[src/design/apc_pkg.sv]
/*
 Constants shared by the audio port control block: register map, field
 positions, reset values, encodings and clock figures.
 Assumes a 32-bit AXI4-Lite register bus with one word per register.
*/
package apc_pkg;
    // Register byte addresses
    localparam logic [7:0] ADDR_CLK   = 8'h00;
    localparam logic [7:0] ADDR_TUNE1 = 8'h04;
    localparam logic [7:0] ADDR_TUNE2 = 8'h08;
    localparam logic [7:0] ADDR_SP    = 8'h0C;
    localparam logic [7:0] ADDR_SI    = 8'h10;
    localparam logic [7:0] ADDR_SICMD = 8'h14;
    localparam logic [7:0] ADDR_VOL   = 8'h18;
    localparam logic [7:0] ADDR_ADCG  = 8'h1C;
    localparam logic [7:0] ADDR_BOOST = 8'h20;
    localparam logic [7:0] ADDR_MUTE  = 8'h24;
    localparam logic [7:0] ADDR_SRATE = 8'h28;
    localparam int         NREG       = 11;

    // Writable bits of each stored register
    localparam logic [31:0] MASK_CLK   = 32'h0000_FF07;
    localparam logic [31:0] MASK_TUNE  = 32'h0000_03FF;
    localparam logic [31:0] MASK_SP    = 32'h0000_077F;
    localparam logic [31:0] MASK_SI    = 32'h0000_0003;
    localparam logic [31:0] MASK_16    = 32'h0000_FFFF;
    localparam logic [31:0] MASK_BOOST = 32'h0000_00FF;
    localparam logic [31:0] MASK_MUTE  = 32'h0000_000F;
    localparam logic [31:0] MASK_SRATE = 32'h0000_000F;

    // Reset values: divider 16, both DAC volumes at 0 dB
    localparam logic [31:0] RST_CLK = 32'h0000_1000;
    localparam logic [31:0] RST_VOL = 32'h0000_AFAF;

    // Field positions
    localparam int CLK_PLL1_EN = 0;
    localparam int CLK_PLL2_EN = 1;
    localparam int CLK_R128    = 2;
    localparam int CLK_DIV_LO  = 8;
    localparam int TUNE_ACT_LO = 8;
    localparam int SP_TX_RUN   = 0;
    localparam int SP_RX_RUN   = 1;
    localparam int SP_TX_DMA   = 2;
    localparam int SP_RX_DMA   = 3;
    localparam int SP_STEREO   = 4;
    localparam int SP_WLEN_LO  = 5;
    localparam int SP_FMT_LO   = 8;
    localparam int SI_EN       = 0;
    localparam int SI_BANK_CLK = 1;
    localparam int SI_BUSY     = 8;
    localparam int CMD_DATA_LO = 8;
    localparam int CMD_WRITE   = 31;

    // Data formats; codes above the last are refused
    localparam logic [2:0] FMT_I2S = 3'h0;
    localparam logic [2:0] FMT_LJ  = 3'h1;
    localparam logic [2:0] FMT_PCMA = 3'h2;
    localparam logic [2:0] FMT_PCMB = 3'h3;
    localparam logic [2:0] FMT_PCMAN = 3'h4;
    localparam logic [2:0] FMT_PCMBN = 3'h5;

    // Sample rate codes
    localparam logic [3:0] SR_8K   = 4'h0;
    localparam logic [3:0] SR_16K  = 4'h1;
    localparam logic [3:0] SR_32K  = 4'h2;
    localparam logic [3:0] SR_48K  = 4'h3;
    localparam logic [3:0] SR_96K  = 4'h4;
    localparam logic [3:0] SR_44K1 = 4'h5;
    localparam logic [3:0] SR_88K2 = 4'h6;

    // PLL tuning actions
    localparam logic [1:0] TUNE_AUTO   = 2'h0;
    localparam logic [1:0] TUNE_FASTER = 2'h1;
    localparam logic [1:0] TUNE_SLOWER = 2'h2;

    // Automatic-mode PLL outputs in Hz, and bus clock
    localparam longint PLL1_AUTO_HZ = 64'd196608000;
    localparam longint PLL2_AUTO_HZ = 64'd180633600;
    localparam int     ACLK_HZ      = 50_000_000;

    localparam logic [1:0] RESP_OKAY   = 2'h0;
    localparam logic [1:0] RESP_SLVERR = 2'h2;

    typedef enum logic [1:0] {
        SI_IDLE = 2'b01,
        SI_WAIT = 2'b10
    } apc_si_e;
endpackage

[src/design/apc_top.sv]
/*
 Audio port control: AXI4-Lite register file steering PLL choice and tuning,
 master clock divider, serial port start/stop and DMA requests, codec
 configuration link and codec volume, gain, boost and mute settings.
 Assumes the codec link, DMA buffers and PLLs run on aclk.
*/
// The address map and the AXI4-Lite register port were chosen for this implementation.
`timescale 1ns/1ps
// What this block does
// - Sample rates 8/16/32/48/96k select PLL one; 44.1/88.2k select PLL two.
// - Divider makes master clock enable at 256 or 128 times sample rate.
// - Each PLL enabled alone; accepts ppm tune faster, slower or auto.
// - Transmit path has its own start and stop control.
// - Receive path has its own start and stop control.
// - Separate DMA request enables; cleared enable means no requests.
// - Only mono and stereo channel settings exist.
// - Word length is writable and reads back as programmed.
// - Codec link has an enable and carries register writes and reads.
// - A gate switches the codec register bank clock.
// - DAC volume codes are 8 bits; 0xAF is 0 dB.
// - Volume reads back right code high byte, left code low byte.
// - Left and right record channels mute independently.
// - Left and right playback channels mute independently.
// - One sample rate setting drives both ADC and DAC.
// - ADC left and right gains are separately programmable.
// - Boost set per side for analog and digital microphones.
// - Formats I2S, left-justified, PCM A, B, A-N, B-N.
// - Auto mode PLL outputs 196.608 MHz and 180.6336 MHz.
module apc_top
    import apc_pkg::*;
(
    input  wire logic        aclk,
    input  wire logic        aresetn,
    input  wire logic [7:0]  s_axi_awaddr,
    input  wire logic        s_axi_awvalid,
    output logic             s_axi_awready,
    input  wire logic [31:0] s_axi_wdata,
    input  wire logic [3:0]  s_axi_wstrb,
    input  wire logic        s_axi_wvalid,
    output logic             s_axi_wready,
    output logic [1:0]       s_axi_bresp,
    output logic             s_axi_bvalid,
    input  wire logic        s_axi_bready,
    input  wire logic [7:0]  s_axi_araddr,
    input  wire logic        s_axi_arvalid,
    output logic             s_axi_arready,
    output logic [31:0]      s_axi_rdata,
    output logic [1:0]       s_axi_rresp,
    output logic             s_axi_rvalid,
    input  wire logic        s_axi_rready,
    output logic             pll_sel,
    output logic             pll1_en,
    output logic             pll2_en,
    output logic [7:0]       pll1_tune_ppm,
    output logic [1:0]       pll1_tune_act,
    output logic [7:0]       pll2_tune_ppm,
    output logic [1:0]       pll2_tune_act,
    output logic             mclk_ratio_128,
    output logic             mclk_en,
    output logic             sp_tx_run,
    output logic             sp_rx_run,
    output logic             sp_stereo,
    output logic [1:0]       sp_word_len,
    output logic [2:0]       sp_format,
    input  wire logic        tx_buf_ready,
    input  wire logic        rx_buf_valid,
    input  wire logic        tx_xfer_done,
    input  wire logic        rx_xfer_done,
    output logic             tx_dma_req,
    output logic             rx_dma_req,
    output logic             si_enable,
    output logic             regbank_clk_en,
    output logic             si_req,
    output logic             si_we,
    output logic [7:0]       si_addr,
    output logic [15:0]      si_wdata,
    input  wire logic        si_ack,
    input  wire logic [15:0] si_rdata,
    output logic [7:0]       dac_vol_l,
    output logic [7:0]       dac_vol_r,
    output logic [7:0]       adc_gain_l,
    output logic [7:0]       adc_gain_r,
    output logic [1:0]       amic_bst_l,
    output logic [1:0]       amic_bst_r,
    output logic [1:0]       dmic_bst_l,
    output logic [1:0]       dmic_bst_r,
    output logic             adc_mute_l,
    output logic             adc_mute_r,
    output logic             dac_mute_l,
    output logic             dac_mute_r,
    output logic [3:0]       sample_rate
);
    // Address to register index; NREG means unmapped
    function automatic int unsigned reg_idx(input logic [7:0] a);
        int unsigned i;
        i = NREG;
        if (a[1:0] == 2'h0 && a <= ADDR_SRATE) begin
            i = int'(a[7:2]);
        end
        return i;
    endfunction

    function automatic logic [31:0] reg_mask(input int unsigned i);
        logic [31:0] m;
        case (i)
            0: m = MASK_CLK;
            1, 2: m = MASK_TUNE;
            3: m = MASK_SP;
            4: m = MASK_SI;
            6, 7: m = MASK_16;
            8: m = MASK_BOOST;
            9: m = MASK_MUTE;
            10: m = MASK_SRATE;
            default: m = '0;
        endcase
        return m;
    endfunction

    logic [31:0] regs_q [NREG];
    logic [31:0] regs_d [NREG];
    logic        aw_got_q, aw_got_d, w_got_q, w_got_d, bvalid_q, bvalid_d, rvalid_q, rvalid_d;
    logic [7:0]  awaddr_q, awaddr_d;
    logic [31:0] wdata_q, wdata_d, rdata_q, rdata_d;
    logic [3:0]  wstrb_q, wstrb_d;
    logic [1:0]  bresp_q, bresp_d, rresp_q, rresp_d;
    logic        wr_fire;
    logic [31:0] wr_val;
    int unsigned wi;
    apc_si_e     si_q, si_d;
    logic [15:0] si_rd_q, si_rd_d;
    logic [8:0]  div_cnt_q, div_cnt_d, div_lim;
    logic        cmd_go;

    // Bus handshakes; a write commits once address and data are both held
    assign s_axi_awready = !aw_got_q && !bvalid_q;
    assign s_axi_wready  = !w_got_q && !bvalid_q;
    assign s_axi_arready = !rvalid_q;
    assign s_axi_bvalid  = bvalid_q;
    assign s_axi_bresp   = bresp_q;
    assign s_axi_rvalid  = rvalid_q;
    assign s_axi_rresp   = rresp_q;
    assign s_axi_rdata   = rdata_q;
    assign wr_fire = aw_got_q && w_got_q;
    assign wi      = reg_idx(awaddr_q);
    assign cmd_go  = wr_fire && wi == int'(ADDR_SICMD[7:2]) && regs_q[4][SI_EN] && si_q == SI_IDLE;

    // Bus channel state and read data
    always_comb begin
        aw_got_d = aw_got_q;
        w_got_d  = w_got_q;
        awaddr_d = awaddr_q;
        wdata_d  = wdata_q;
        wstrb_d  = wstrb_q;
        bvalid_d = bvalid_q;
        bresp_d  = bresp_q;
        rvalid_d = rvalid_q;
        rresp_d  = rresp_q;
        rdata_d  = rdata_q;
        if (s_axi_awvalid && s_axi_awready) begin
            aw_got_d = 1'b1;
            awaddr_d = s_axi_awaddr;
        end
        if (s_axi_wvalid && s_axi_wready) begin
            w_got_d = 1'b1;
            wdata_d = s_axi_wdata;
            wstrb_d = s_axi_wstrb;
        end
        if (wr_fire) begin
            aw_got_d = 1'b0;
            w_got_d  = 1'b0;
            bvalid_d = 1'b1;
            bresp_d  = (wi < NREG) ? RESP_OKAY : RESP_SLVERR;
        end else if (bvalid_q && s_axi_bready) begin
            bvalid_d = 1'b0;
        end
        if (s_axi_arvalid && s_axi_arready) begin
            rvalid_d = 1'b1;
            rresp_d  = (reg_idx(s_axi_araddr) < NREG) ? RESP_OKAY : RESP_SLVERR;
            rdata_d  = '0;
            case (reg_idx(s_axi_araddr))
                4: rdata_d = regs_q[4] | ({31'h0, si_q == SI_WAIT} << SI_BUSY);
                5: rdata_d = {16'h0, si_rd_q};
                NREG: rdata_d = '0;
                default: rdata_d = regs_q[reg_idx(s_axi_araddr)];
            endcase
        end else if (rvalid_q && s_axi_rready) begin
            rvalid_d = 1'b0;
        end
    end

    // Register updates with byte enables; illegal codes keep the old value
    always_comb begin
        for (int i = 0; i < NREG; i++) begin
            regs_d[i] = regs_q[i];
        end
        for (int b = 0; b < 4; b++) begin
            wr_val[b*8 +: 8] = wstrb_q[b] ? wdata_q[b*8 +: 8] : regs_q[wi % NREG][b*8 +: 8];
        end
        if (wr_fire && wi < NREG) begin
            regs_d[wi] = wr_val & reg_mask(wi);
            if (wi == int'(ADDR_SP[7:2]) && wr_val[SP_FMT_LO +: 3] > FMT_PCMBN) begin
                regs_d[wi][SP_FMT_LO +: 3] = regs_q[wi][SP_FMT_LO +: 3];
            end
            if (wi == int'(ADDR_SRATE[7:2]) && wr_val[3:0] > SR_88K2) begin
                regs_d[wi] = regs_q[wi];
            end
        end
        // Finished transfer stops a path without DMA, unless restarted now
        if (tx_xfer_done && !regs_q[3][SP_TX_DMA]
            && !(wr_fire && wi == int'(ADDR_SP[7:2]) && wr_val[SP_TX_RUN])) begin
            regs_d[3][SP_TX_RUN] = 1'b0;
        end
        if (rx_xfer_done && !regs_q[3][SP_RX_DMA]
            && !(wr_fire && wi == int'(ADDR_SP[7:2]) && wr_val[SP_RX_RUN])) begin
            regs_d[3][SP_RX_RUN] = 1'b0;
        end
    end

    // Codec link: one transaction outstanding, held until acknowledged
    always_comb begin
        si_d    = si_q;
        si_rd_d = si_rd_q;
        case (si_q)
            SI_IDLE: if (cmd_go) begin
                si_d = SI_WAIT;
            end
            SI_WAIT: if (si_ack) begin
                si_d = SI_IDLE;
                if (!si_we) begin
                    si_rd_d = si_rdata;
                end
            end
            default: si_d = SI_IDLE;
        endcase
    end

    // Master clock enable divider; 128 fs runs at twice the count of 256 fs
    assign div_lim = regs_q[0][CLK_R128] ? {regs_q[0][CLK_DIV_LO +: 8], 1'b0}
                                         : {1'b0, regs_q[0][CLK_DIV_LO +: 8]};
    always_comb begin
        div_cnt_d = div_cnt_q + 9'h001;
        if (div_lim == 9'h000 || div_cnt_q >= div_lim - 9'h001) begin
            div_cnt_d = 9'h000;
        end
    end
    assign mclk_en = div_lim != 9'h000 && div_cnt_q >= div_lim - 9'h001;

    // All state registers
    always_ff @(posedge aclk) begin
        if (!aresetn) begin
            for (int i = 0; i < NREG; i++) begin
                regs_q[i] <= (i == 0) ? RST_CLK : (i == 6) ? RST_VOL : '0;
            end
            {aw_got_q, w_got_q, bvalid_q, rvalid_q} <= '0;
            awaddr_q  <= '0;
            wdata_q   <= '0;
            wstrb_q   <= '0;
            bresp_q   <= RESP_OKAY;
            rresp_q   <= RESP_OKAY;
            rdata_q   <= '0;
            si_q      <= SI_IDLE;
            si_rd_q   <= '0;
            si_we     <= 1'b0;
            si_addr   <= '0;
            si_wdata  <= '0;
            div_cnt_q <= '0;
        end else begin
            regs_q    <= regs_d;
            {aw_got_q, w_got_q, bvalid_q, rvalid_q} <= {aw_got_d, w_got_d, bvalid_d, rvalid_d};
            awaddr_q  <= awaddr_d;
            wdata_q   <= wdata_d;
            wstrb_q   <= wstrb_d;
            bresp_q   <= bresp_d;
            rresp_q   <= rresp_d;
            rdata_q   <= rdata_d;
            si_q      <= si_d;
            si_rd_q   <= si_rd_d;
            div_cnt_q <= div_cnt_d;
            if (cmd_go) begin
                si_we    <= wr_val[CMD_WRITE];
                si_addr  <= wr_val[7:0];
                si_wdata <= wr_val[CMD_DATA_LO +: 16];
            end
        end
    end

    // Register fields onto the control outputs
    assign sample_rate = regs_q[10][3:0];
    assign pll_sel = sample_rate == SR_44K1 || sample_rate == SR_88K2;
    assign pll1_en = regs_q[0][CLK_PLL1_EN];
    assign pll2_en = regs_q[0][CLK_PLL2_EN];
    assign pll1_tune_ppm = regs_q[1][7:0];
    assign pll1_tune_act = regs_q[1][TUNE_ACT_LO +: 2];
    assign pll2_tune_ppm = regs_q[2][7:0];
    assign pll2_tune_act = regs_q[2][TUNE_ACT_LO +: 2];
    assign mclk_ratio_128 = regs_q[0][CLK_R128];
    assign sp_tx_run   = regs_q[3][SP_TX_RUN];
    assign sp_rx_run   = regs_q[3][SP_RX_RUN];
    assign sp_stereo   = regs_q[3][SP_STEREO];
    assign sp_word_len = regs_q[3][SP_WLEN_LO +: 2];
    assign sp_format   = regs_q[3][SP_FMT_LO +: 3];
    assign tx_dma_req  = sp_tx_run && regs_q[3][SP_TX_DMA] && tx_buf_ready;
    assign rx_dma_req  = sp_rx_run && regs_q[3][SP_RX_DMA] && rx_buf_valid;
    assign si_enable      = regs_q[4][SI_EN];
    assign regbank_clk_en = regs_q[4][SI_BANK_CLK];
    assign si_req = si_q == SI_WAIT;
    assign {dac_vol_r, dac_vol_l}   = regs_q[6][15:0];
    assign {adc_gain_r, adc_gain_l} = regs_q[7][15:0];
    assign {dmic_bst_r, dmic_bst_l, amic_bst_r, amic_bst_l} = regs_q[8][7:0];
    assign {dac_mute_r, dac_mute_l, adc_mute_r, adc_mute_l} = regs_q[9][3:0];
endmodule

[config.mk]
export PLATFORM = sky130hd
export DESIGN_NAME = apc_top
export DESIGN_NICKNAME = d
export VERILOG_FILES = /design/src/design/apc_pkg.sv /design/src/design/apc_top.sv
export SDC_FILE = /design/constraint.sdc
export NUM_CORES = 1
export LEC_CHECK = 0
export BUFFER_PORTS_ARGS = -buffer_cell sky130_fd_sc_hd__buf_4
export CAP_MARGIN = 30
export CORE_MARGIN = 2
export CORE_UTILIZATION = 30
export CTS_BUF_LIST = sky130_fd_sc_hd__clkbuf_16
export CTS_CLUSTER_DIAMETER = 120
export DETAILED_ROUTE_END_ITERATION = 12
export PLACE_DENSITY_LB_ADDON = 0.12
export SYNTH_ARGS = -nofsm -noshare
export SYNTH_HDL_FRONTEND = slang
export SYNTH_SLANG_ARGS = --single-unit
[constraint.sdc]
create_clock -name aclk -period 4.9 [get_ports aclk]
set_clock_uncertainty 0.2 [all_clocks]
set_input_delay 0.245 -clock aclk [delete_from_list [all_inputs] [get_ports aclk]]
set_output_delay 0.245 -clock aclk [all_outputs]
set_load 0.05 [all_outputs]
== Word-level counts from Yosys, hierarchy flattened ==
Memories as Yosys holds them, arrays and structs flattened.
Index checks and enable logic that the tools add are counted.
Widths: inputs -> output; s select.
Word-level totals
  output and inout bits: 152
  logic and storage cells: 157
  flip-flop bits (word level): 488
  memories kept: 1
  ROM bits: 256
Cells by class
  reduce and logical (&&, ||, !) cells: 53
  equality and inequality tests: 12
  muxes and demuxes: 41
  order comparisons: 11
  $add $sub $neg: 2
  divide/modulo/power cells: 1
  bitwise gates (word level): 7
Memory list
  (no name shown): depth 16, bits a word 16, read ports 1, clocked after Yosys merged registers in 0, write ports 0, line apc_top.sv:105  | case (i)
Operator list (number)
  $bwmux 352: 3
  $mux 352: 3
  $bmux 32 s4: 3
  $mux 32: 12
  $demux 32 s4: 2
  $ge 33x5->1 const B: 3
  $eq 32x3->1 const B: 3
  $pmux 32 s3: 1
  $not 32->33: 2
  $lt 33x1->1 const B: 1
  $not 6->33: 1
  $and 32x32->32: 1
  $eq 32x4->1 const B: 1
  $lt 32x4->1 const B: 1
  $mod 32x4->32 const B: 1
  $mux 8: 4
  $or 32x9->32: 1
  $logic_and 1x1->1: 29
  $logic_not 28->1: 1
  $le 8x6->1 const B: 2
  $mux 6: 2
  $mux 11: 1
  $add 9x1->9 const B: 1
  $ge 9x9->1: 1
  26 further kinds: 47

== Longest topological paths before layout ==
  word-level depth: 16
  gate-level depth with buffers: 23

== Worst setup path before layout ==
OpenSTA, ideal clock, no wires.
  path kind: reg-to-reg
  from: reg awaddr_q[7]
  to: reg regs_q[168] (netlist bit)
  data required time: 4599 ps
  clock period less this slack: 5082 ps
  cell stages (with the launch flop): 20
  setup slack: -182 ps
  data arrival time: 4781 ps
  path buffers: 6
  path through: dfxtp_1 > or4_1 > buf_2 > buf_2 > buf_2 > nor3_2 > inv_2 > buf_2 > ha_1 > o21a_1 > or3_1 > buf_6 > a211oi_4 > buf_6 > a22oi_1 > a22oi_1 > and2_1 > and3_1 > mux2_2 > o41ai_1
On the way
  longest elaborated chain between the ends: 16
  elaborated cells on any way between the ends: 40
RTL lines
  start: declaration: line apc_top.sv:122  | logic [7:0] awaddr_q, awaddr_d;
  start signal: assignment: line apc_top.sv:270  | awaddr_q <= awaddr_d;
  $le 8x6->1: line apc_top.sv:97  | if (a[1:0] == 2'h0 && a <= ADDR_SRATE) begin
  $logic_and 1x1->1: line apc_top.sv:97
  $mux 6 (*): line apc_top.sv:97
  branches (longest 13 deep; another with $mod 32x4->32)
  end signal: indexed assignment: line apc_top.sv:252  | regs_q[i] <= (i == 0) ? RST_CLK : (i == 6) ? RST_VOL : '0;
  end signal: assignment: line apc_top.sv:268  | regs_q <= regs_d;
  end: declaration: line apc_top.sv:119  | logic [31:0] regs_q [NREG];
Mark *: on every way between the ends. The select of a mux whose other input is x is not followed.
A chain may end at the register's enable or synchronous reset.

== Worst setup path in the final report ==
  from: reg awaddr_q[7]
  to: reg regs_q (netlist bit sp_stereo)
The elaborated chain is that of the path after synthesis.

==> reports/results.ini <==
[route]
vias=26800
via_per_inst=5.81
drc=0
first_pass_iters=6
drt_wl_total_microns=132000
drt_iter0_drc=2747
ant_nets=0
avgRoutedWirePerCell_microns=28.7

[floorplan]
ios=232
dieArea_sq_um=87700
die_x_microns=296
initial_core_util=0.302
die_h_microns=296
rows=107
core_area_sq_um=84900

[clock_tree]
cts_num_sinks=478
worstSkewPairLatency_ps=660
htree_levels=2
cts_tree=built
clk_pin_slew_ps=60
cts.path.max_buffers=3
cts_buffers=58
postCtsSetupBuffers=0
root_buffer=clkbuf_16

[layout]
utilization=0.374
design_area_sq_um=31700
nets=3513
drive_gt1_frac=0.170
area_delta_synth_final_pct=23.9

[min_path]
hp-class=input port to flip-flop
hold_end=s_axi_rvalid
min-delay-start=s_axi_rready
min_path_cells=4

[critical_path]
timing.critical_path.mode_cell=buf_4
cp.required_ps=5200
r2r-end=sp_stereo
crit_chain=or4_4 -> nor2_1 -> nand2_1 -> ha_1 -> o21a_1 -> buf_4 -> or3_1 -> a211oi_4 -> buf_4 -> a22o_1 -> o22ai_1 -> nor3_2 -> a21o_4 -> buf_12 -> mux2i_1 -> buf_4 -> o21ai_1
crit_fanout=15
slowest_delay_ps=590
path_buf_inv=4
timing_worst_setup_path_type=flip-flop to flip-flop
reg2reg_slack_ps=130
cp-end-kind=flip-flop
cpLargestDelayFamily=simple AND/OR/NAND/NOR gates
r2r_cells=17
start_kind=flip-flop
critPathArrivalTime_ps=5060
reg2reg_from=awaddr_q[7]
cpMaxStageDelayCell=or4_4

[synthesis]
avgSynthCellArea_sq_um=7.98
synth_common_cells=534 x nand2_1, 478 x dfxtp_1, 255 x o21ai_0
yosysSeqAreaShare=0.374
syn_inst=3210
yosysTopAreaCellShare=0.374
synth_cell_types=93
yosys.cell_count.top_type=nand2_1
yosys_warnings=0
yosys_most_used_dff=dfxtp_1
synth_area_leader_cell=dfxtp_1
ys_seq_elements=478
synth_area_leaders=dfxtp_1 37%, nand2_1 7.8%, mux2i_1 5.9%, o21ai_0 5.0%, a21oi_1 4.6%
synth_area_sq_um=25600
async_flop_share=0
synth_edf_count=0

[placement]
dp_slack_ps=-73.1
placed_area_sq_um=28800
dpl.hpwl_microns=90800
finalWeightedCongestion=0.960
portBuffers=222

[power_and_ir_drop]
total_power_mw=11.1
p_int_mw=7.33
ir_worst_vdd_uv=273
power.density_nw_per_um2=350
clockPowerShare=0.406
power.switching_mw=3.78
netSwitchingFraction=0.340
p_leak_nw=12.1
pwr-share-comb=0.234
p_seq_frac=0.360

[run]
maxCapViolations=0

[global_routing]
grt_util_all_layers=0.293
overflow=0
grt_pass1_vias=25700
grt_max_degree=200
antenna_found_initial=4
grt_pass1_wl_microns=187000

[timing]
max_freq_mhz=210
rsz0062_at_grt=false
final_max_slew_viol_count=0
maxSlewHeadroom=0.219
setup_violations=0
final_hold_viol_count=0
period_needed_ps=4770
worst_pin_slew_ps=1160
post-route-period-util=0.973
worst_slack_ps=132

[run_status]
outcome=completed

[final cells by class]
type | count | area [sq um]
flip-flops and latches | 478 | 9570
diodes | 2 | 5.00
inverters | 25 | 93.8
well taps | 1144 | 1430
fillers | 8802 | 53100
clock buffers | 58 | 1450
multi-input cells | 2358 | 14400
repair buffers | 494 | 4290
clock inverters | 52 | 512
[cells by family (layout without fill, tap and decap cells)]
group | after synthesis | after routing | share of synthesized area
adders and majority gates | 18 | 18 | 0.00879
muxes | 184 | 184 | 0.0815
other | 1 | 4 | 0.000146
DFF | 478 | 478 | 0.374
and+or+nand+nor | 1129 | 1129 | 0.208
xor gates and xnor gates | 10 | 10 | 0.00342
AOI/OAI and AO/OA | 1015 | 1015 | 0.256
buffers and inverters | 375 | 629 | 0.0689
[cells in the final DEF (no fill, tap or decap), types with 12 or more instances in the layout]
cell           instances
a211oi_1              56
a21boi_0              88
a21o_1                12
a21oi_1              235
a221oi_1              20
a22o_1                13
a22oi_1               17
a311o_1               12
a311oi_1              24
a31oi_1               28
and2_1                47
and3_1               121
buf_12                17
buf_4                381
clkbuf_16             59
clkinv_2              16
dfxtp_1              476
dlygate4sd3_1         88
ha_1                  18
inv_1                 28
mux2_2                16
mux2i_1              150
mux4_2                18
nand2_1              533
nand2b_1              18
nand3_1              167
nor2_1               125
nor2b_1               22
nor3_1                27
o211a_1               17
o21ai_0              254
o21ai_1               68
o221ai_1              38
o22ai_1               15
[per-layer routing]
layer  track usage  vias up  wire length (microns)
met5             0        -                      0
met2         0.459     1307                  58700
met3        0.0530      333                  10100
met4         0.145        0                   7060
li1              -    12000                      -
met1         0.386    13200                  56400
[worst reg2reg max path: cells and delay by family (launching register included)]
family / cells / cell delay (ps)
multiplexers: 1 / 320
AO/OA/AOI/OAI: 6 / 1170
adder cells (fa/ha/maj): 1 / 210
flip-flops: 1 / 330
buffers and inverters: 4 / 860
AND/OR/NAND/NOR: 5 / 1560
[stage by stage]
stage	hold slack, ps	TNS (ps)	instances
after global placement	240	-80.5	4403
after floorplan	183	0	3211
final	210	0	4611
after CTS	168	0	4607
after detailed placement	243	-73.1	4409
after global routing	219	0	4609
[worst max path at each step]
stage                     start           end  depth (start not counted)
floorplan           awaddr_q[7]   regs_q[168]                         18
global route        awaddr_q[7]     sp_stereo                         17
CTS                 awaddr_q[7]     sp_stereo                         16
finish              awaddr_q[7]     sp_stereo                         17
detailed placement  awaddr_q[7]  si_wdata[15]                         16
global placement    awaddr_q[7]  si_wdata[15]                         16
[repair_timing]
item / 4_1_cts / 5_1_grt
setup endpoints to repair: 1 / 91
gates cloned: 0 / 1
pin swaps: 0 / 1
hold buffers: 88 / 0
gates resized for setup: 1 / 5
endpoints found under the hold margin: 134 / 0
[power groups by stage]
stage	clock network, mW	registers (mW)	logic (mW)
after CTS	4.59	4.00	2.52
after detailed placement	0	4.09	2.45
final	4.52	4.00	2.60
after global placement	0	4.09	2.44
after global routing	4.75	4.01	2.68
after floorplan	0	4.11	1.22
Power figures use the tool's default switching activity.
